[src/plg_pkg.sv]
// package: constants for the ladderless gateway handshake block
package plg_pkg;
  // transfer result byte fields
  localparam int RES_ERR_BIT = 0;
  localparam int RES_WR_BIT = 1;
  localparam int RES_RD_BIT = 2;
  // transfer request byte fields
  localparam int REQ_WR_BIT = 0;
  localparam int REQ_RD_BIT = 1;
  localparam logic [7:0] FLAGS_RESET = 8'h00;
  // timing
  localparam int CLK_HZ = 100_000_000;
  localparam int TIMEOUT_S = 3;
  localparam int START_DELAY_DEFAULT_S = 10;
  localparam int START_DELAY_MIN_S = 8;
  localparam logic [7:0] START_DELAY_ZERO = 8'h00;
  localparam int MIN_START_S = 1;
  // command codes
  localparam logic [1:0] CMD_CODE0 = 2'h0;
  localparam logic [1:0] CMD_CODE1 = 2'h1;
  localparam logic [1:0] CMD_SELECT = 2'h2;
  localparam logic [4:0] MODULE_COUNT_RESET = 5'h00;
  localparam int SLAVE_CHAIN_MIN = 2;
  typedef enum logic [1:0] {
    plg_run_all,
    plg_stop_all,
    plg_run_select
  } plg_run_e;
  typedef enum logic [1:0] {
    plg_at_stop_all,
    plg_at_exec_all,
    plg_at_select
  } plg_tune_e;
endpackage : plg_pkg

[src/plg_gateway.sv]
// module: ladderless gateway handshake, health flags and group commands
`timescale 1ns/1ps
`default_nettype none
module plg_gateway #(
  parameter int SEC_CYCLES = plg_pkg::CLK_HZ,
  parameter logic [7:0] START_DELAY_S = 8'(plg_pkg::START_DELAY_DEFAULT_S)
) (
  // clock and reset
  input wire logic clk,
  input wire logic srst,
  // module gathering and link activity (pins, synchronised here except chained_units)
  input wire logic gather_done,
  input wire logic [4:0] module_count,
  input wire logic [3:0] unit_present,
  input wire logic sys_activity,
  input wire logic addr_seq_ok,
  input wire logic internal_err,
  input wire logic master_link_err,
  input wire logic slave_mode,
  input wire logic master_sending,
  input wire logic [1:0] chained_units,
  // controller register port
  input wire logic [7:0] start_delay_s,
  input wire logic req_wr_set,
  input wire logic req_rd_set,
  input wire logic period_tick,
  // transfer engine
  output logic xfer_wr_start,
  output logic xfer_rd_start,
  input wire logic xfer_done,
  input wire logic xfer_fail,
  input wire logic access_ok,
  input wire logic access_fail,
  output logic monitor_write_en,
  output logic ctrl_read_en,
  output logic slave_tx_en,
  // group commands
  input wire logic [1:0] run_cmd,
  input wire logic [1:0] tune_cmd,
  output plg_pkg::plg_run_e run_mode,
  output plg_pkg::plg_tune_e tune_mode,
  // status
  output logic comm_status,
  output logic comm_flag,
  output logic [3:0] recog_flags,
  output logic [4:0] module_count_out,
  output logic [7:0] transfer_result_flags,
  output logic [7:0] transfer_request_flags,
  output logic err_reg_access,
  output logic err_slave_timeout,
  output logic err_internal_timeout,
  output logic err_master_timeout
);
  // ******************************
  // input synchronisers
  // ******************************
  localparam int NSYNC = 16;
  logic [NSYNC-1:0] raw_in;
  logic [NSYNC-1:0] s1_reg;
  logic [NSYNC-1:0] s2_reg;
  assign raw_in = {gather_done, sys_activity, addr_seq_ok, internal_err, master_link_err,
                   slave_mode, master_sending, unit_present, module_count};
  // no reset: the stages keep tracking the pins, so a high-idle pin shows no false fault
  always_ff @(posedge clk) begin
    s1_reg <= raw_in;
    s2_reg <= s1_reg;
  end
  logic g_done;
  logic act;
  logic seq_ok;
  logic int_err;
  logic m_err;
  logic is_slave;
  logic m_send;
  logic [3:0] present;
  logic [4:0] mcount;
  assign {g_done, act, seq_ok, int_err, m_err, is_slave, m_send, present, mcount} = s2_reg;

  // ******************************
  // one second enable
  // ******************************
  logic [31:0] div_reg;
  logic [31:0] div_next;
  logic sec_tick;
  always_comb begin
    div_next = div_reg + 32'h1;
    if (div_reg >= 32'(SEC_CYCLES - 1)) begin
      div_next = '0;
    end
  end
  assign sec_tick = (div_reg >= 32'(SEC_CYCLES - 1));
  always_ff @(posedge clk) begin
    if (srst) begin
      div_reg <= '0;
    end else begin
      div_reg <= div_next;
    end
  end

  // ******************************
  // start delay and power-up sequence
  // ******************************
  function automatic logic [7:0] eff_delay(input logic [7:0] d);
    if (d == plg_pkg::START_DELAY_ZERO) begin
      eff_delay = 8'(plg_pkg::MIN_START_S);
    end else if (d < 8'(plg_pkg::START_DELAY_MIN_S)) begin
      eff_delay = 8'(plg_pkg::START_DELAY_MIN_S);
    end else begin
      eff_delay = d;
    end
  endfunction
  logic [7:0] delay_lim;
  logic delay_over;
  assign delay_lim = eff_delay(start_delay_s);
  plg_timer #(.WIDTH(8)) u_start (
    .clk(clk),
    .srst(srst),
    .sec_tick(sec_tick),
    .clear(1'b0),
    .limit(delay_lim),
    .expired(delay_over)
  );
  typedef enum logic [1:0] {plg_gather, plg_first_mon, plg_online} plg_up_e;
  plg_up_e up_reg;
  plg_up_e up_next;
  always_comb begin
    up_next = up_reg;
    case (up_reg)
      plg_gather: begin
        if (g_done && delay_over) begin
          up_next = plg_first_mon;
        end
      end
      plg_first_mon: begin
        up_next = plg_online;
      end
      plg_online: up_next = plg_online;
      default: up_next = plg_gather;
    endcase
  end
  always_ff @(posedge clk) begin
    if (srst) begin
      up_reg <= plg_gather;
    end else begin
      up_reg <= up_next;
    end
  end
  assign comm_status = (up_reg == plg_online);
  assign ctrl_read_en = (up_reg != plg_gather);

  // ******************************
  // timeouts and error code
  // ******************************
  localparam logic [7:0] TO_LIM = 8'(plg_pkg::TIMEOUT_S + 1);
  logic sys_to;
  logic ok_long;
  logic acc_bad;
  // any failed access restarts the clean-access window
  assign acc_bad = access_fail || (xfer_fail && comm_status);
  // more than 3 s: expires on the fourth one-second tick after the clear, 3 to 4 s later
  plg_timer #(.WIDTH(8)) u_sys_to (
    .clk(clk),
    .srst(srst),
    .sec_tick(sec_tick),
    .clear(act),
    .limit(TO_LIM),
    .expired(sys_to)
  );
  plg_timer #(.WIDTH(8)) u_ok (
    .clk(clk),
    .srst(srst),
    .sec_tick(sec_tick),
    .clear(acc_bad || !access_ok),
    .limit(TO_LIM),
    .expired(ok_long)
  );
  logic [3:0] err_reg;
  logic [3:0] err_next;
  logic chain_big;
  assign chain_big = (chained_units > 2'(plg_pkg::SLAVE_CHAIN_MIN));
  always_comb begin
    err_next = err_reg;
    if (ok_long) begin
      err_next[0] = 1'b0;
    end
    // set wins over the clean-access clear
    if (acc_bad) begin
      err_next[0] = 1'b1;
    end
    if (chain_big && is_slave && sys_to) begin
      err_next[1] = 1'b1;
    end
    if (int_err || !seq_ok) begin
      err_next[2] = 1'b1;
    end
    if (m_err || (!is_slave && sys_to)) begin
      err_next[3] = 1'b1;
    end
  end
  always_ff @(posedge clk) begin
    if (srst) begin
      err_reg <= '0;
    end else begin
      err_reg <= err_next;
    end
  end
  assign err_reg_access = err_reg[0];
  assign err_slave_timeout = err_reg[1];
  assign err_internal_timeout = err_reg[2];
  assign err_master_timeout = err_reg[3];
  logic comm_bad;
  assign comm_bad = |err_reg || sys_to;

  // ******************************
  // slave ready state
  // ******************************
  logic halt_reg;
  logic halt_next;
  always_comb begin
    halt_next = halt_reg;
    if (m_send) begin
      halt_next = 1'b0;
    end else if (is_slave && sys_to) begin
      halt_next = 1'b1;
    end
  end
  always_ff @(posedge clk) begin
    if (srst) begin
      halt_reg <= 1'b0;
    end else begin
      halt_reg <= halt_next;
    end
  end
  assign slave_tx_en = !halt_reg;

  // ******************************
  // status registers
  // ******************************
  logic flag_reg;
  logic [3:0] recog_reg;
  logic [4:0] cnt_reg;
  always_ff @(posedge clk) begin
    if (srst) begin
      flag_reg <= 1'b0;
      recog_reg <= '0;
      cnt_reg <= plg_pkg::MODULE_COUNT_RESET;
    end else begin
      if (period_tick && comm_status && !comm_bad) begin
        flag_reg <= !flag_reg;
      end
      recog_reg <= present;
      cnt_reg <= mcount;
    end
  end
  assign comm_flag = flag_reg;
  assign recog_flags = recog_reg;
  assign module_count_out = cnt_reg;

  // ******************************
  // setting group transfer handshake
  // ******************************
  typedef enum logic [1:0] {plg_idle, plg_wr_busy, plg_rd_busy} plg_xf_e;
  plg_xf_e xf_reg;
  plg_xf_e xf_next;
  logic [1:0] req_reg;
  logic [1:0] req_next;
  logic [2:0] res_reg;
  logic [2:0] res_next;
  always_comb begin
    xf_next = xf_reg;
    req_next = req_reg;
    res_next = res_reg;
    xfer_wr_start = 1'b0;
    xfer_rd_start = 1'b0;
    // a new request clears its done bit; a completion in the same cycle wins
    if (req_wr_set) begin
      res_next[plg_pkg::RES_WR_BIT] = 1'b0;
    end
    if (req_rd_set) begin
      res_next[plg_pkg::RES_RD_BIT] = 1'b0;
    end
    case (xf_reg)
      plg_idle: begin
        // requests queue in req_reg until the engine is free
        if (comm_status && req_reg[plg_pkg::REQ_WR_BIT]) begin
          xf_next = plg_wr_busy;
          xfer_wr_start = 1'b1;
        end else if (comm_status && req_reg[plg_pkg::REQ_RD_BIT]) begin
          xf_next = plg_rd_busy;
          xfer_rd_start = 1'b1;
        end
      end
      plg_wr_busy: begin
        if (xfer_done) begin
          res_next[plg_pkg::RES_WR_BIT] = 1'b1;
          req_next[plg_pkg::REQ_WR_BIT] = 1'b0;
          xf_next = plg_idle;
        end else if (xfer_fail) begin
          res_next[plg_pkg::RES_ERR_BIT] = 1'b1;
          xf_next = plg_idle;
        end
      end
      plg_rd_busy: begin
        if (xfer_done) begin
          res_next[plg_pkg::RES_RD_BIT] = 1'b1;
          req_next[plg_pkg::REQ_RD_BIT] = 1'b0;
          xf_next = plg_idle;
        end else if (xfer_fail) begin
          res_next[plg_pkg::RES_ERR_BIT] = 1'b1;
          xf_next = plg_idle;
        end
      end
      default: xf_next = plg_idle;
    endcase
    // a failed request stays set and is retried; a fresh set wins over a clear
    if (req_wr_set) begin
      req_next[plg_pkg::REQ_WR_BIT] = 1'b1;
    end
    if (req_rd_set) begin
      req_next[plg_pkg::REQ_RD_BIT] = 1'b1;
    end
  end
  always_ff @(posedge clk) begin
    if (srst) begin
      xf_reg <= plg_idle;
      req_reg <= plg_pkg::FLAGS_RESET[1:0];
      res_reg <= plg_pkg::FLAGS_RESET[2:0];
    end else begin
      xf_reg <= xf_next;
      req_reg <= req_next;
      res_reg <= res_next;
    end
  end
  assign transfer_result_flags = {5'h00, res_reg};
  assign transfer_request_flags = {6'h00, req_reg};
  assign monitor_write_en = (up_reg == plg_first_mon) ||
                            (comm_status && xf_reg == plg_idle);

  // ******************************
  // group commands
  // ******************************
  always_comb begin
    case (run_cmd)
      plg_pkg::CMD_CODE0: run_mode = plg_pkg::plg_run_all;
      plg_pkg::CMD_CODE1: run_mode = plg_pkg::plg_stop_all;
      default: run_mode = plg_pkg::plg_run_select;
    endcase
    case (tune_cmd)
      plg_pkg::CMD_CODE0: tune_mode = plg_pkg::plg_at_stop_all;
      plg_pkg::CMD_CODE1: tune_mode = plg_pkg::plg_at_exec_all;
      default: tune_mode = plg_pkg::plg_at_select;
    endcase
  end

  // ******************************
  // checks
  // ******************************
  a_result_done: assert property (@(posedge clk) disable iff (srst)
    xf_reg == plg_wr_busy && xfer_done && !req_wr_set |=>
    transfer_result_flags[1] && !transfer_request_flags[0])
    else $error("write completion not flagged");
  a_read_done: assert property (@(posedge clk) disable iff (srst)
    xf_reg == plg_rd_busy && xfer_done && !req_rd_set |=>
    transfer_result_flags[2] && !transfer_request_flags[1])
    else $error("read completion not flagged");
  a_fail_err: assert property (@(posedge clk) disable iff (srst)
    xf_reg != plg_idle && xfer_fail && !xfer_done |=> transfer_result_flags[0])
    else $error("failure not flagged");
  a_monitor_pause: assert property (@(posedge clk) disable iff (srst)
    xf_reg != plg_idle |-> !monitor_write_en)
    else $error("monitor writes during transfer");
  a_no_early_read: assert property (@(posedge clk) disable iff (srst)
    !delay_over && up_reg == plg_gather |=> !ctrl_read_en)
    else $error("controller read before delay");
  a_flag_frozen: assert property (@(posedge clk) disable iff (srst)
    comm_bad |=> $stable(comm_flag))
    else $error("comm flag toggled during fault");
  a_single_xfer: assert property (@(posedge clk) disable iff (srst)
    xf_reg != plg_idle |-> !xfer_wr_start && !xfer_rd_start)
    else $error("second transfer started");
  a_req_set: assert property (@(posedge clk) disable iff (srst)
    req_wr_set |=> transfer_request_flags[0])
    else $error("write request lost");
  a_result_pad: assert property (@(posedge clk) disable iff (srst)
    transfer_result_flags[7:3] == 5'h00 && transfer_request_flags[7:2] == 6'h00)
    else $error("unused result bits set");
endmodule // plg_gateway
`default_nettype wire

[src/plg_timer.sv]
// module: seconds-based timeout counter driven by a one-second enable
`timescale 1ns/1ps
`default_nettype none
module plg_timer #(
  parameter int WIDTH = 8
) (
  // clock and reset
  input wire logic clk,
  input wire logic srst,
  // control
  input wire logic sec_tick,
  input wire logic clear,
  input wire logic [WIDTH-1:0] limit,
  // status
  output logic expired
);
  logic [WIDTH-1:0] count_reg;
  logic [WIDTH-1:0] count_next;
  always_comb begin
    count_next = count_reg;
    if (clear) begin
      count_next = '0;
    end else if (sec_tick && count_reg < limit) begin
      count_next = count_reg + WIDTH'(1);
    end
  end
  always_ff @(posedge clk) begin
    if (srst) begin
      count_reg <= '0;
    end else begin
      count_reg <= count_next;
    end
  end
  // counting stops at the limit so the flag stays up without wrapping
  assign expired = (count_reg >= limit);
endmodule // plg_timer
`default_nettype wire

[config.mk]
export PLATFORM = sky130hd
export DESIGN_NAME = plg_gateway
export DESIGN_NICKNAME = d
export VERILOG_FILES = /design/src/plg_pkg.sv /design/src/plg_gateway.sv /design/src/plg_timer.sv
export SDC_FILE = /design/constraint.sdc
export NUM_CORES = 1
export LEC_CHECK = 0
export BUFFER_PORTS_ARGS = -buffer_cell sky130_fd_sc_hd__buf_2
export CAP_MARGIN = 10
export CELL_PAD_IN_SITES_DETAIL_PLACEMENT = 0
export CELL_PAD_IN_SITES_GLOBAL_PLACEMENT = 1
export CORE_ASPECT_RATIO = 0.8
export CORE_MARGIN = 2
export CORE_UTILIZATION = 46
export CTS_BUF_LIST = sky130_fd_sc_hd__clkbuf_16
export CTS_CLUSTER_SIZE = 10
export DETAILED_ROUTE_END_ITERATION = 6
export PLACE_DENSITY_LB_ADDON = 0.1
export RECOVER_POWER = 50
export SLEW_MARGIN = 40
export SYNTH_ARGS = -nofsm -noshare
export SYNTH_HDL_FRONTEND = slang
export SYNTH_SLANG_ARGS = --single-unit
[constraint.sdc]
create_clock -name clk -period 5.95 [get_ports clk]
set_input_delay 0.595 -clock clk [delete_from_list [all_inputs] [get_ports clk]]
set_output_delay 0.595 -clock clk [all_outputs]
set_load 0.02 [all_outputs]
Word level (Yosys, flattened, before mapping). Cells that the tools add are included.

Input port bits: 39. Flip-flop bits (word level): 112. Output and inout port bits: 40.

$add $sub $neg: 4. Bitwise logic cells: 1. Equal/unequal tests: 9. Reductions and logical operators: 48. Muxes and demuxes: 29. Order comparisons: 9.

Operators by type and width (number): adder 32 x 1 -> 32 bit (second input constant) (1); >= comparator 32 x 27 -> 1 bit (second input constant) (1); adder 8 x 1 -> 8 bit (second input constant) (3); 2-to-1 mux 1 bit (18); >= comparator 8 x 3 -> 1 bit (second input constant) (2); less-than comparator 8 x 3 -> 1 bit (second input constant) (2); 2-to-1 mux 8 bit (2); case mux 2 bit (2 select lines) (4); logical AND 1 bit (14); nonzero test 2 bit (6); OR reduction 2 bit (6); 2-to-1 mux 2 bit (5); equality test 2 x 1 -> 1 bit (second input constant) (4); >= comparator 8 bit (1); logical NOT 2 bit (4); logical NOT 8 bit (1); less-than comparator 8 x 4 -> 1 bit (second input constant) (1); less-than comparator 8 bit (1); logical NOT 1 bit (6); logical OR 1 bit (6); AND reduction 2 bit (3); equality test 2 bit (second input constant) (2); OR reduction 4 bit (1); inequality test 3 x 1 -> 1 bit (second input constant) (1); 5 further kinds (5).

Logic depth before layout (Yosys ltp). Gate-level depths: netlist of the first run.

Depth after elaboration: 7. Mapped depth: 11.

Modules after synthesis. A second synthesis of the first run with hierarchy kept.

Cell total of the unflattened synthesis: 551. Area total of the unflattened synthesis: 5261.3 um2.

By module, submodules not included: plg_gateway (instances 1, area each 3316.9 um2, seq. area each 1761.7 um2, cells each 311); plg_timer (instances 3, area each 648.1 um2, seq. area each 160.2 um2, cells each 80).

Least setup slack after synthesis of the first run. Ideal clock, no wire load.

Path type: input to register. From: input port start_delay_s[0]. To: register u_start.count_reg[5]. Stages on the path: 8. Setup time: 0.123 ns. Arrival: 2.386 ns. Setup slack: 3.441 ns. Required time: 5.827 ns. Path buffers: 0. Cells stage by stage: or3_1 > a31oi_1 > ha_1 > a21oi_1 > a21oi_1 > a211oi_4 > nand4_1 > mux2_1.

Word-level cells in the longest chain between the ends: 5.

Ends and longest elaborated chain: start, declared (RTL line plg_gateway.sv:23) `input wire logic [7:0] start_delay_s,`; less-than comparator 8 x 4 -> 1 bit (RTL line plg_gateway.sv:106) `end else if (d < 8'(plg_pkg::START_DELAY_MIN_S)) begin`; 2-to-1 mux 8 bit (RTL line plg_gateway.sv:106); 2-to-1 mux 8 bit * (RTL line plg_gateway.sv:104) `if (d == plg_pkg::START_DELAY_ZERO) begin`; less-than comparator 8 bit * (RTL line plg_timer.sv:23) `end else if (sec_tick && count_reg < limit) begin`; logical AND 1 bit * (RTL line plg_timer.sv:23); end signal, assigned (RTL line plg_timer.sv:31) `count_reg <= count_next;`; end, declared (RTL line plg_timer.sv:17) `logic [WIDTH-1:0] count_reg;`.

Mark *: on every way between the ends. The rest lies on a longest branch, timed or not. A chain may end at the register's enable or synchronous reset.

Final worst setup path of the first run. Ends and elaborated chain as after synthesis.

==> run summary, run 1 <==
## Outcome
• run status: finished clean

## Clock network
• quantity of hold-fixing buffers added after cts: 0
• clock tree root driver cell: sky130_fd_sc_hd__clkbuf_16
• post-CTS repair timing setup buffer count: 0
• CTS clk-pin slew, worst paths: 0.08 ns
• count of cells resized by post-cts repair: 0
• clock latency on the worst-skew pair: 0.35 ns
• H-tree Lvls: 3
• maximum buffer depth of the clock tree: 2
• CTS tree: built
• CTS buffer count: 9
• Num Clock Sinks: 112

## Timing
• pin slew with the least headroom to its limit: 1.076 ns
• total negative slack: 0 ns
• Final Max Slew Viols: 0
• number of failing setup endpoints in the final timing report: 0
• Worst Clk Skew: 0.008925 ns
• setup repair after global routing missed its margin: false
• hold violation total from the final report: 0
• final worst path period need: 2.455 ns
• final cycle utilization of the critical path: 41.26%
• worst setup margin: 3.495 ns
• max_slew headroom: 28.24%
• highest attainable clock frequency: 407.3 MHz

## Synth
• count of synthesis-stage warnings from yosys: 0
• Most used DFF post-synth: sky130_fd_sc_hd__dfxtp_1
• Post-Syn Area: 4322 um^2
• Distinct cells, synth: 51
• number of synthesized flops with an enable pin: 0
• async set-or-reset flop fraction in the synthesized netlist: 0%
• count of state elements after synthesis: 112
• post-synthesis instance total: 426
• share of the yosys chip area belonging to registers: 51.88%
• Post-Synthesis Mean Instance Area: 10.14 um^2

## Worst setup path
• crit path DAT: 2.69 ns
• endpoint type of the worst setup path: flip-flop
• critical path class: input port to flip-flop
• critical path startpoint category: input port
• Crit Path Max Fanout: 6
• Crit path required time: 6.18 ns

## GRT
• overall routing resource usage: 15.46%
• number of global-route vias before repair: 2,870
• maximum number of pins on one net before global-route repair: 44
• total global routing overflow: 0
• wire length of the first global-routing pass: 12,830 um
• number of antenna violations at the first check in global routing: 0

## Cells and area
• post-route core utilization: 55.09%
• most frequent standard cell in the layout excluding fill and tap cells: sky130_fd_sc_hd__dfxtp_1
• commonest non-fill, non-tap cells in the layout: sky130_fd_sc_hd__dfxtp_1, sky130_fd_sc_hd__nor2_1, sky130_fd_sc_hd__buf_2
• number of cells in the finished layout apart from fillers: 619
• number of flip-flops in the largest register: 32
• Post-layout nets: 559
• Filler cells: 839
• layout-stage area growth over the synthesis result: 15.69%
• number of antenna cells inserted: 0
• share of post-route cells with drive strength above 1: 16.87%

## Floorplan
• Placeable Area: 9076 um^2
• Die Area: 10,190 um^2
• floorplan row count: 31
• floorplan die width: 112.4 um
• I/O pin cnt: 79
• starting density of the core: 47.62%
• die boundary height: 90.70 um

## Power and ir drop
• Cell Pwr Density: 290.4 nW/um^2
• leakage power: 2.104 nW
• worst supply voltage drop on vdd: 0.0001923 V

## Drt
• routed vias/inst: 4.871
• number of iterations in the first detailed-routing pass: 4
• DRC viols: 0
• overall via count from detail_route: 3,015
• final wirelength: 7342 um
• count of nets left with antenna violations after detail routing: 0
• number of DRC markers after the initial detailed-route iteration: 108
• post-detailed-route wirelength per cell: 11.86 um

## Job
• MaxCap Viol Count: 0

## Placed design
• Detail Placement HPWL: 5213 um
• number of placed instances, taps included: 602
• IO buf count: 67
• minimum setup slack after placement: 3.154 ns
• GP Congestion: 0.7697

## Worst hold path
• worst hold path type: flip-flop to flip-flop

[critical path, stage by stage]
cell,delay [ns]
sky130_fd_sc_hd__buf_2,0.10
sky130_fd_sc_hd__or3_1,0.38
sky130_fd_sc_hd__a31oi_1,0.22
sky130_fd_sc_hd__ha_1,0.29
sky130_fd_sc_hd__a21oi_1,0.15
sky130_fd_sc_hd__a21oi_1,0.16
sky130_fd_sc_hd__a211oi_4,0.33
sky130_fd_sc_hd__nand4_1,0.14
sky130_fd_sc_hd__mux2_1,0.32
[cell usage after synthesis (2+ instances only)]
library cell	n	share of area (%)
sky130_fd_sc_hd__a2111oi_4	2	1.3
sky130_fd_sc_hd__a21o_1	5	0.87
sky130_fd_sc_hd__a21oi_1	19	2.2
sky130_fd_sc_hd__a21oi_2	2	0.41
sky130_fd_sc_hd__a31oi_1	4	0.58
sky130_fd_sc_hd__and2_1	14	2.0
sky130_fd_sc_hd__and3_1	9	1.3
sky130_fd_sc_hd__and4_1	2	0.41
sky130_fd_sc_hd__buf_4	11	1.9
sky130_fd_sc_hd__buf_6	2	0.52
sky130_fd_sc_hd__clkbuf_1	7	0.61
sky130_fd_sc_hd__dfxtp_1	112	52
sky130_fd_sc_hd__ha_1	21	6.1
sky130_fd_sc_hd__inv_1	22	1.9
sky130_fd_sc_hd__mux2_1	2	0.52
sky130_fd_sc_hd__mux2i_1	5	1.2
sky130_fd_sc_hd__nand2_1	14	1.2
sky130_fd_sc_hd__nand2b_1	7	1.0
sky130_fd_sc_hd__nand3_1	14	1.6
sky130_fd_sc_hd__nand3b_1	2	0.35
sky130_fd_sc_hd__nand4_1	12	1.7
sky130_fd_sc_hd__nor2_1	58	5.0
sky130_fd_sc_hd__nor2b_1	14	2.0
sky130_fd_sc_hd__nor3_1	8	0.93
sky130_fd_sc_hd__nor3b_1	2	0.35
sky130_fd_sc_hd__o21ai_0	3	0.35
sky130_fd_sc_hd__o22ai_1	2	0.29
sky130_fd_sc_hd__xnor2_1	11	2.2
sky130_fd_sc_hd__xor2_1	18	3.6
[power by group]
| part | internal, mW | leakage, nW | total [mW] | switching (mW) |
|---|---|---|---|---|
| combinational | 0.0327 | 1.03 | 0.0784 | 0.0457 |
| sequential | 0.772 | 0.921 | 0.783 | 0.0116 |
| clock | 0.297 | 0.148 | 0.590 | 0.293 |
[path summary, 6_finish.rpt]
| check | start | end | slack, ns | cells past startpoint |
|---|---|---|---|---|
| setup / recovery | start_delay_s[0] | u_start.count_reg[5] | 3.50 | 9 |
| hold / removal | s1_reg[11] | s2_reg[11] | 0.32 | 0 |
| setup reg to reg | div_reg[0] | u_start.count_reg[5] | 3.59 | 7 |
| hold reg to reg | s1_reg[11] | s2_reg[11] | 0.32 | 0 |
[layer usage]
metal / track usage, % / wire, um
met3: 5.772 / 354
met2: 24.20 / 3208
met5: 0 / 0
met4: 4.675 / 77
met1: 19.93 / 3701
[final cells by class]
cell class / count / area (um^2) / share of cell area, %
Tap cell: 115 / 143.9 / 2.878
Clock inverter: 7 / 75.07 / 1.502
Timing Repair Buffer: 68 / 324.1 / 6.481
Inverter: 22 / 82.58 / 1.652
Multi-Input combinational cell: 286 / 1907 / 38.14
Clock buffer: 9 / 225.2 / 4.505
Sequential cell: 112 / 2242 / 44.84
[kinds of logic (layout without fill, tap and decap cells)]
kind of cell | Yosys count | in the layout | synth area share [%]
simple gates | 168 | 168 | 20.96
mux | 7 | 7 | 1.679
xor+xnor | 29 | 29 | 5.877
flops | 112 | 112 | 51.88
compound gates | 45 | 45 | 8.136
buf+inv | 43 | 106 | 5.298
fa+ha+maj | 21 | 21 | 6.080
other cells | 1 | 16 | 0.08677
[through the flow]
stage	total power [mW]	area, um^2	hold slack [ns]
floorplan	0.8560	4378	0.3096
global placement	0.8788	4711	0.3104
detailed placement	0.8812	4711	0.3121
CTS	1.478	5011	0.3217
global route	1.518	5000	0.3153
finish	1.452	5000	0.3227
(Power assumes the default switching activity.)
==> run 2, diff against run 1 <==
Settings changed: CORE_UTILIZATION 46 to 42.
Clock period 5.95 ns to 2.4 ns, I/O delays scaled along.
==> run 2 against run 1 <==
  * Sequential share of layout area decreased by 2.0 points
  * Critical path depth fell by 2
  * Count of clock-buffer cells in the layout unchanged
  * Core utilization shrank 3.4 points
  * Sequential power increased by 150%
  * Critical path type is now flip-flop to flip-flop
  * Largest cell class unchanged
  * Largest power group unchanged
==> run summary, run 2 (synthesis gave the netlist of run 1 again) <==
## Outcome
• run status: finished clean

## Placed design
• IO buf count: 67, unchanged
• minimum setup slack after placement: -0.0001450 ns, -3.154 ns
• GP Congestion: 0.7636, -0.79%
• Detail Placement HPWL: 5278 um, +1.2%

## Cells and area
• Post-layout nets: 580, +3.8%
• post-route core utilization: 51.70%, -3.4 points
• share of post-route cells with drive strength above 1: 16.57%, -0.29 points
• Filler cells: 938, +12%
• number of antenna cells inserted: 0, unchanged
• number of flip-flops in the largest register: 32, unchanged
• most frequent standard cell in the layout excluding fill and tap cells: sky130_fd_sc_hd__dfxtp_1
• commonest non-fill, non-tap cells in the layout: sky130_fd_sc_hd__dfxtp_1, sky130_fd_sc_hd__nor2_1, sky130_fd_sc_hd__buf_2
• layout-stage area growth over the synthesis result: 21.02%

## Floorplan
• Die Area: 11,120 um^2, +9.1%
• I/O pin cnt: 79, unchanged
• floorplan die width: 117.4 um, +4.5%
• Placeable Area: 10,120 um^2, +11%
• starting density of the core: 42.72%, -4.9 points
• floorplan row count: 33, +6.5%
• die boundary height: 94.73 um, +4.4%

## Clock network
• CTS clk-pin slew, worst paths: 0.08 ns, about the same
• clock tree root driver cell: sky130_fd_sc_hd__clkbuf_16
• maximum buffer depth of the clock tree: 2, unchanged
• H-tree Lvls: 3, unchanged
• CTS buffer count: 9, unchanged
• CTS tree: built
• Num Clock Sinks: 112, unchanged
• clock latency on the worst-skew pair: 0.35 ns, about the same

## Worst setup path
• endpoint type of the worst setup path: flip-flop
• Crit Path Max Fanout: 5, -1
• Worst R2R Path Depth: 7, unchanged
• crit path DAT: 2.39 ns, -0.30 ns
• critical path startpoint category: flip-flop
• critical path class: flip-flop to flip-flop
• worst r2r src: div_reg[0]
• Crit path required time: 2.63 ns, -3.55 ns
• reg-to-reg slack, setup: 0.24 ns, -3.35 ns
• critical register-to-register path endpoint: u_start.count_reg[5]

## Timing
• pin slew with the least headroom to its limit: 0.8351 ns, -0.2414 ns
• setup repair after global routing missed its margin: false
• number of failing setup endpoints in the final timing report: 0, unchanged
• hold violation total from the final report: 0, unchanged
• worst-case hold slack: 0.1022 ns, -0.2206 ns
• highest attainable clock frequency: 464.0 MHz
• final cycle utilization of the critical path: 89.80%
• final worst path period need: 2.155 ns
• max_slew headroom: 44.33%, +16 points
• Final Max Slew Viols: 0, unchanged
• Worst Clk Skew: 0.009717 ns, +0.0007918 ns
• worst setup margin: 0.2447 ns, -3.250 ns

## GRT
• met2 Use GR: 21.73%, -2.5 points
• number of global-route vias before repair: 2,745, -4.4%
• number of antenna violations at the first check in global routing: 0, unchanged
• total global routing overflow: 0, unchanged
• wire length of the first global-routing pass: 12,470 um, -2.9%
• Global Route met1 Usage: 17.87%, -2.1 points
• Most Used Layer, Global Route: met2
• overall routing resource usage: 13.88%, -1.6 points
• maximum number of pins on one net before global-route repair: 28, -36%
• met3 GRT Util: 4.650%, -1.1 points

## Drt
• number of DRC markers after the initial detailed-route iteration: 88, -19%
• final wirelength: 7425 um, +1.1%
• post-detailed-route wirelength per cell: 11.17 um, -5.9%
• count of nets left with antenna violations after detail routing: 0, unchanged
• DRC viols: 0, unchanged
• routed vias/inst: 4.492, -7.8%
• overall via count from detail_route: 2,987, -0.93%
• number of iterations in the first detailed-routing pass: 4, unchanged

## Worst hold path
• start point of the worst min-delay path: req_rd_set
• worst min-delay path endpoint: req_reg[1]
• worst hold path type: input port to flip-flop
• cell depth of the worst hold path: 3, +3

## Job
• MaxCap Viol Count: 0, unchanged

## Power and ir drop
• worst supply voltage drop on vdd: 0.0005848 V, +200%
• Cell Pwr Density: 692.8 nW/um^2, +140%
• leakage power: 2.189 nW, +4.0%

==> run 2: cell count changes in the layout (fill, tap and decap cells not counted) <==
| cell | previous run | this run |
|---|---|---|
| sky130_fd_sc_hd__buf_2 | 55 | 52 |
| sky130_fd_sc_hd__buf_4 | 0 | 5 |
| sky130_fd_sc_hd__clkbuf_1 | 13 | 16 |
| sky130_fd_sc_hd__clkinv_1 | 0 | 1 |
| sky130_fd_sc_hd__clkinv_2 | 1 | 0 |
| sky130_fd_sc_hd__clkinv_4 | 1 | 0 |
| sky130_fd_sc_hd__dlygate4sd3_1 | 0 | 16 |
| sky130_fd_sc_hd__inv_6 | 2 | 3 |
| sky130_fd_sc_hd__o21ai_0 | 3 | 2 |
| sky130_fd_sc_hd__o21ai_1 | 0 | 1 |
| sky130_fd_sc_hd__o22ai_1 | 2 | 1 |
| sky130_fd_sc_hd__o22ai_2 | 0 | 1 |
==> run 2: through the flow <==
stage	setup TNS, ns	instance area, um^2	std cells	power (mW)
2_1_floorplan	0	4378	441	2.122
3_3_place_gp	0	4787	633	2.186
3_5_place_dp	-0.0001450	4787	633	2.190
4_1_cts	0	5246	665	3.682
5_1_grt	0	5230	665	3.779
6_report	0	5230	665	3.623
==> run 2: power breakdown <==
part	total [mW]	leakage, nW	internal (mW)	switching, mW
logic	0.221	1.12	0.101	0.119
registers	1.94	0.921	1.91	0.0271
clock network	1.46	0.146	0.738	0.725
total	3.62	2.19	2.75	0.871
==> run 2: layout make-up <==
cell class | count | area, um^2 | area share (%)
clock buffers | 9 | 225.2 | 4.306
inverters | 22 | 82.58 | 1.579
clock inverters | 7 | 73.82 | 1.411
well taps | 140 | 175.2 | 3.349
flip-flops and latches | 112 | 2242 | 42.87
repair buffers | 89 | 518.0 | 9.904
multi-input cells | 286 | 1913 | 36.58
==> run 2: what timing repair did <==
item	CTS	global route
hold buffers	16	0
setup endpoints to repair	0	1
gates resized for setup	0	1
buffers inserted	0	0
endpoints found under the hold margin	16	0
==> run 2: layer usage <==
metal / share of wire [%] / vias up / wire, um
met1: 51 / 1335 / 3792
met2: 43 / 60 / 3166
met5: 0 / - / 0
li1: - / 1584 / -
met3: 5.1 / 8 / 376
met4: 1.2 / 0 / 89
==> run 2: worst max-delay path, stage by stage (launching register included) <==
cell                        delay (ns)
sky130_fd_sc_hd__dfxtp_1          0.36
sky130_fd_sc_hd__ha_1             0.20
sky130_fd_sc_hd__nand3_1          0.14
sky130_fd_sc_hd__nor2_1           0.27
sky130_fd_sc_hd__o2111ai_4        0.28
sky130_fd_sc_hd__a211oi_4         0.34
sky130_fd_sc_hd__nand4_1          0.14
sky130_fd_sc_hd__mux2_1           0.32
==> run 2: worst max-delay path by stage <==
stage                           from                    to  slack (ns)  cells past startpoint
global placement    start_delay_s[6]  u_start.count_reg[5]        0.07                     12
detailed placement  start_delay_s[6]             up_reg[0]     -0.0001                     11
finish                    div_reg[0]  u_start.count_reg[5]        0.24                      7
floorplan           start_delay_s[0]  u_start.count_reg[5]        0.25                      8
global route              div_reg[0]  u_start.count_reg[6]        0.01                      7
CTS                      div_reg[10]  u_start.count_reg[5]        0.21                      6
==> run 3, diff against run 2 <==
Settings changed: ABC_AREA set to 1, CORE_UTILIZATION 42 to 41.
==> run 3 against run 2 <==
  * First-iteration DRC count up 23%
  * Hold slack improved by 0.043 ns
  * Critical path depth is 3 higher
  * Global-route usage grew 1.3 points
  * Critical path type unchanged
  * Largest cell class unchanged
  * Highest routed layer unchanged
==> run summary, run 3 <==
## Timing
• max_slew headroom: 4.993%, -39 points
• setup repair after global routing missed its margin: false
• highest attainable clock frequency: 534.9 MHz, +15%
• total negative slack: 0 ns, unchanged
• final cycle utilization of the critical path: 77.90%, -12 points
• Final Max Slew Viols: 0, unchanged
• pin slew with the least headroom to its limit: 1.425 ns, +0.5901 ns
• hold violation total from the final report: 0, unchanged
• worst setup margin: 0.5305 ns, +0.2858 ns
• Worst Clk Skew: 0.01469 ns, +0.004977 ns
• final worst path period need: 1.870 ns, -0.2858 ns
• number of failing setup endpoints in the final timing report: 0, unchanged

## GRT
• overall routing resource usage: 15.16%, +1.3 points
• wire length of the first global-routing pass: 14,340 um, +15%
• maximum number of pins on one net before global-route repair: 31, +11%
• number of global-route vias before repair: 3,172, +16%
• total global routing overflow: 0, unchanged
• number of antenna violations at the first check in global routing: 0, unchanged

## Drt
• number of DRC markers after the initial detailed-route iteration: 108, +23%
• DRC viols: 0, unchanged
• count of nets left with antenna violations after detail routing: 0, unchanged
• routed vias/inst: 4.368, -2.7%
• post-detailed-route wirelength per cell: 10.78 um, -3.5%
• final wirelength: 8341 um, +12%
• number of iterations in the first detailed-routing pass: 4, unchanged
• overall via count from detail_route: 3,381, +13%

## Cells and area
• Storage cell area: 2242 um^2, unchanged
• commonest non-fill, non-tap cells in the layout: sky130_fd_sc_hd__dfxtp_1, sky130_fd_sc_hd__nand2_1, sky130_fd_sc_hd__nor2_1
• Post-layout nets: 689, +19%
• multi-input logic area: 1833 um^2, -4.2%
• layout-stage area growth over the synthesis result: 20.68%
• number of antenna cells inserted: 0, unchanged
• Filler cells: 1,011, +7.8%
• number of flip-flops in the largest register: 32, unchanged
• post-route core utilization: 51.43%, -0.27 points
• most frequent standard cell in the layout excluding fill and tap cells: sky130_fd_sc_hd__dfxtp_1
• share of post-route cells with drive strength above 1: 13.25%, -3.3 points

## Floorplan
• floorplan die width: 120.0 um, +2.2%
• I/O pin cnt: 79, unchanged
• die boundary height: 96.84 um, +2.2%
• Placeable Area: 10,360 um^2, +2.4%
• Die Area: 11,620 um^2, +4.5%
• floorplan row count: 33, unchanged
• starting density of the core: 42.62%, -0.10 points

## Synth
• cell types with the largest area share after synthesis: sky130_fd_sc_hd__dfxtp_1, sky130_fd_sc_hd__nand2_1, sky130_fd_sc_hd__nor2_1
• count of state elements after synthesis: 112, unchanged
• top-count cell post-synth: sky130_fd_sc_hd__dfxtp_1
• share of the yosys chip area belonging to registers: 50.76%, -1.1 points
• Distinct cells, synth: 34, -33%
• post-synthesis instance total: 536, +26%
• async set-or-reset flop fraction in the synthesized netlist: 0%, unchanged
• Post-Syn Area: 4417 um^2, +2.2%
• cell taking the most area after synthesis: sky130_fd_sc_hd__dfxtp_1
• top post-synthesis cells by count: sky130_fd_sc_hd__dfxtp_1, sky130_fd_sc_hd__nand2_1, sky130_fd_sc_hd__nor2_1, sky130_fd_sc_hd__inv_1, sky130_fd_sc_hd__a21oi_1
• Post-Synthesis Mean Instance Area: 8.240 um^2, -19%
• Most used DFF post-synth: sky130_fd_sc_hd__dfxtp_1
• number of synthesized flops with an enable pin: 0, unchanged
• count of synthesis-stage warnings from yosys: 0, unchanged
• top-area cell type share of the netlist area: 50.76%, -1.1 points

## Clock network
• CTS clk-pin slew, worst paths: 0.08 ns, about the same
• post-CTS repair timing setup buffer count: 0, unchanged
• count of cells resized by post-cts repair: 0, unchanged
• H-tree Lvls: 3, unchanged
• maximum buffer depth of the clock tree: 2, unchanged
• CTS tree: built
• clock tree root driver cell: sky130_fd_sc_hd__clkbuf_16
• CTS buffer count: 9, unchanged
• clock latency on the worst-skew pair: 0.35 ns, about the same
• Num Clock Sinks: 112, unchanged

## Worst setup path
• Crit Path Max Fanout: 17, +12
• critical path startpoint category: flip-flop
• Crit path required time: 2.56 ns, -0.07 ns
• endpoint type of the worst setup path: flip-flop
• crit path DAT: 2.03 ns, -0.36 ns
• critical path class: flip-flop to flip-flop

## Power and ir drop
• switching part of the total power: 28.01%, +4.0 points
• proportion of power drawn by the clock network: 37.2%, -3.2 points
• power dissipated by switching net loads: 1.129 mW, +30%
• sequential power share: 49.3%, -4.2 points
• internal power component: 2.902 mW, +5.5%
• proportion of power drawn by combinational gates: 13.5%, +7.4 points
• Cell Pwr Density: 756.4 nW/um^2, +9.2%
• leakage power: 2.366 nW, +8.1%
• worst supply voltage drop on vdd: 0.0004803 V, -18%

## Placed design
• GP Congestion: 0.8163, +6.9%
• IO buf count: 67, unchanged
• Detail Placement HPWL: 6204 um, +18%
• minimum setup slack after placement: 0.3510 ns, +0.3511 ns

## Outcome
• run status: finished clean

## Job
• MaxCap Viol Count: 0, unchanged

## Worst hold path
• worst hold path type: input port to flip-flop

==> run 3: repair_timing <==
action	in CTS	in global routing
endpoints found under the setup margin	0	0
hold buffers	16	0
hold endpoints to repair	16	0
==> run 3: power by group through the flow <==
| stage | registers [mW] | logic, mW | clock network (mW) |
|---|---|---|---|
| 3_5_place_dp | 2.03 | 0.537 | 0 |
| 3_3_place_gp | 2.03 | 0.534 | 0 |
| 2_1_floorplan | 2.05 | 0.363 | 0 |
| 6_report | 1.99 | 0.545 | 1.50 |
| 4_1_cts | 1.99 | 0.560 | 1.55 |
| 5_1_grt | 2.00 | 0.610 | 1.62 |
==> run 3: kinds of logic after synthesis <==
group	Yosys count	synth area share (%)
flip-flops	112	50.76
adder cells (fa/ha/maj)	21	5.949
XOR/XNOR	21	4.164
other	1	0.08490
buffers and inverters	92	9.008
AO/OA/AOI/OAI	44	5.212
AND/OR/NAND/NOR	245	24.82
==> run 3: area by class of cell <==
type	instances	share of cell area [%]
Sequential cell	112	42.07
Timing Repair Buffer	87	9.366
Clock buffer	9	4.225
Tap cell	140	3.286
Clock inverter	7	1.596
Multi-Input combinational cell	347	34.39
Inverter	72	5.070
==> run 3: worst paths after layout <==
check                                 from                    to  slack [ns]  cells after the start
worst max-delay path            div_reg[0]  u_start.count_reg[4]        0.53                     10
worst min register to register   s1_reg[3]             s2_reg[3]        0.33                      0
worst min-delay path            req_rd_set            req_reg[1]        0.15                      3
worst max register to register  div_reg[0]  u_start.count_reg[4]        0.53                     10
==> run 3: through the flow <==
step / cells / total power [mW] / area [um^2] / hold WS (ns)
floorplan: 551 / 2.411 / 4473 / 0.2677
global placement: 742 / 2.563 / 4886 / 0.3106
detailed placement: 742 / 2.568 / 4886 / 0.3128
CTS: 774 / 4.102 / 5356 / 0.1354
global route: 774 / 4.225 / 5330 / 0.1349
finish: 774 / 4.032 / 5330 / 0.1450
==> run 3: layer usage <==
layer  GRT usage, %  vias up  share of wire, %
li1               -     1837                 -
met1          20.38     1468                51
met2          23.16       67                43
met3          5.189        9               5.5
met4          4.072        0               1.2
met5              0        -                 0
==> run 3: worst max-delay path: stages (launching register included) <==
cell                      delay, ns
sky130_fd_sc_hd__dfxtp_1       0.35
sky130_fd_sc_hd__ha_1          0.19
sky130_fd_sc_hd__nand3_1       0.16
sky130_fd_sc_hd__inv_1         0.13
sky130_fd_sc_hd__nand2_4       0.08
sky130_fd_sc_hd__nand2_2       0.10
sky130_fd_sc_hd__nand3_4       0.09
sky130_fd_sc_hd__nand2_4       0.18
sky130_fd_sc_hd__nand2_1       0.22
sky130_fd_sc_hd__nand2_1       0.11
sky130_fd_sc_hd__a21oi_1       0.06
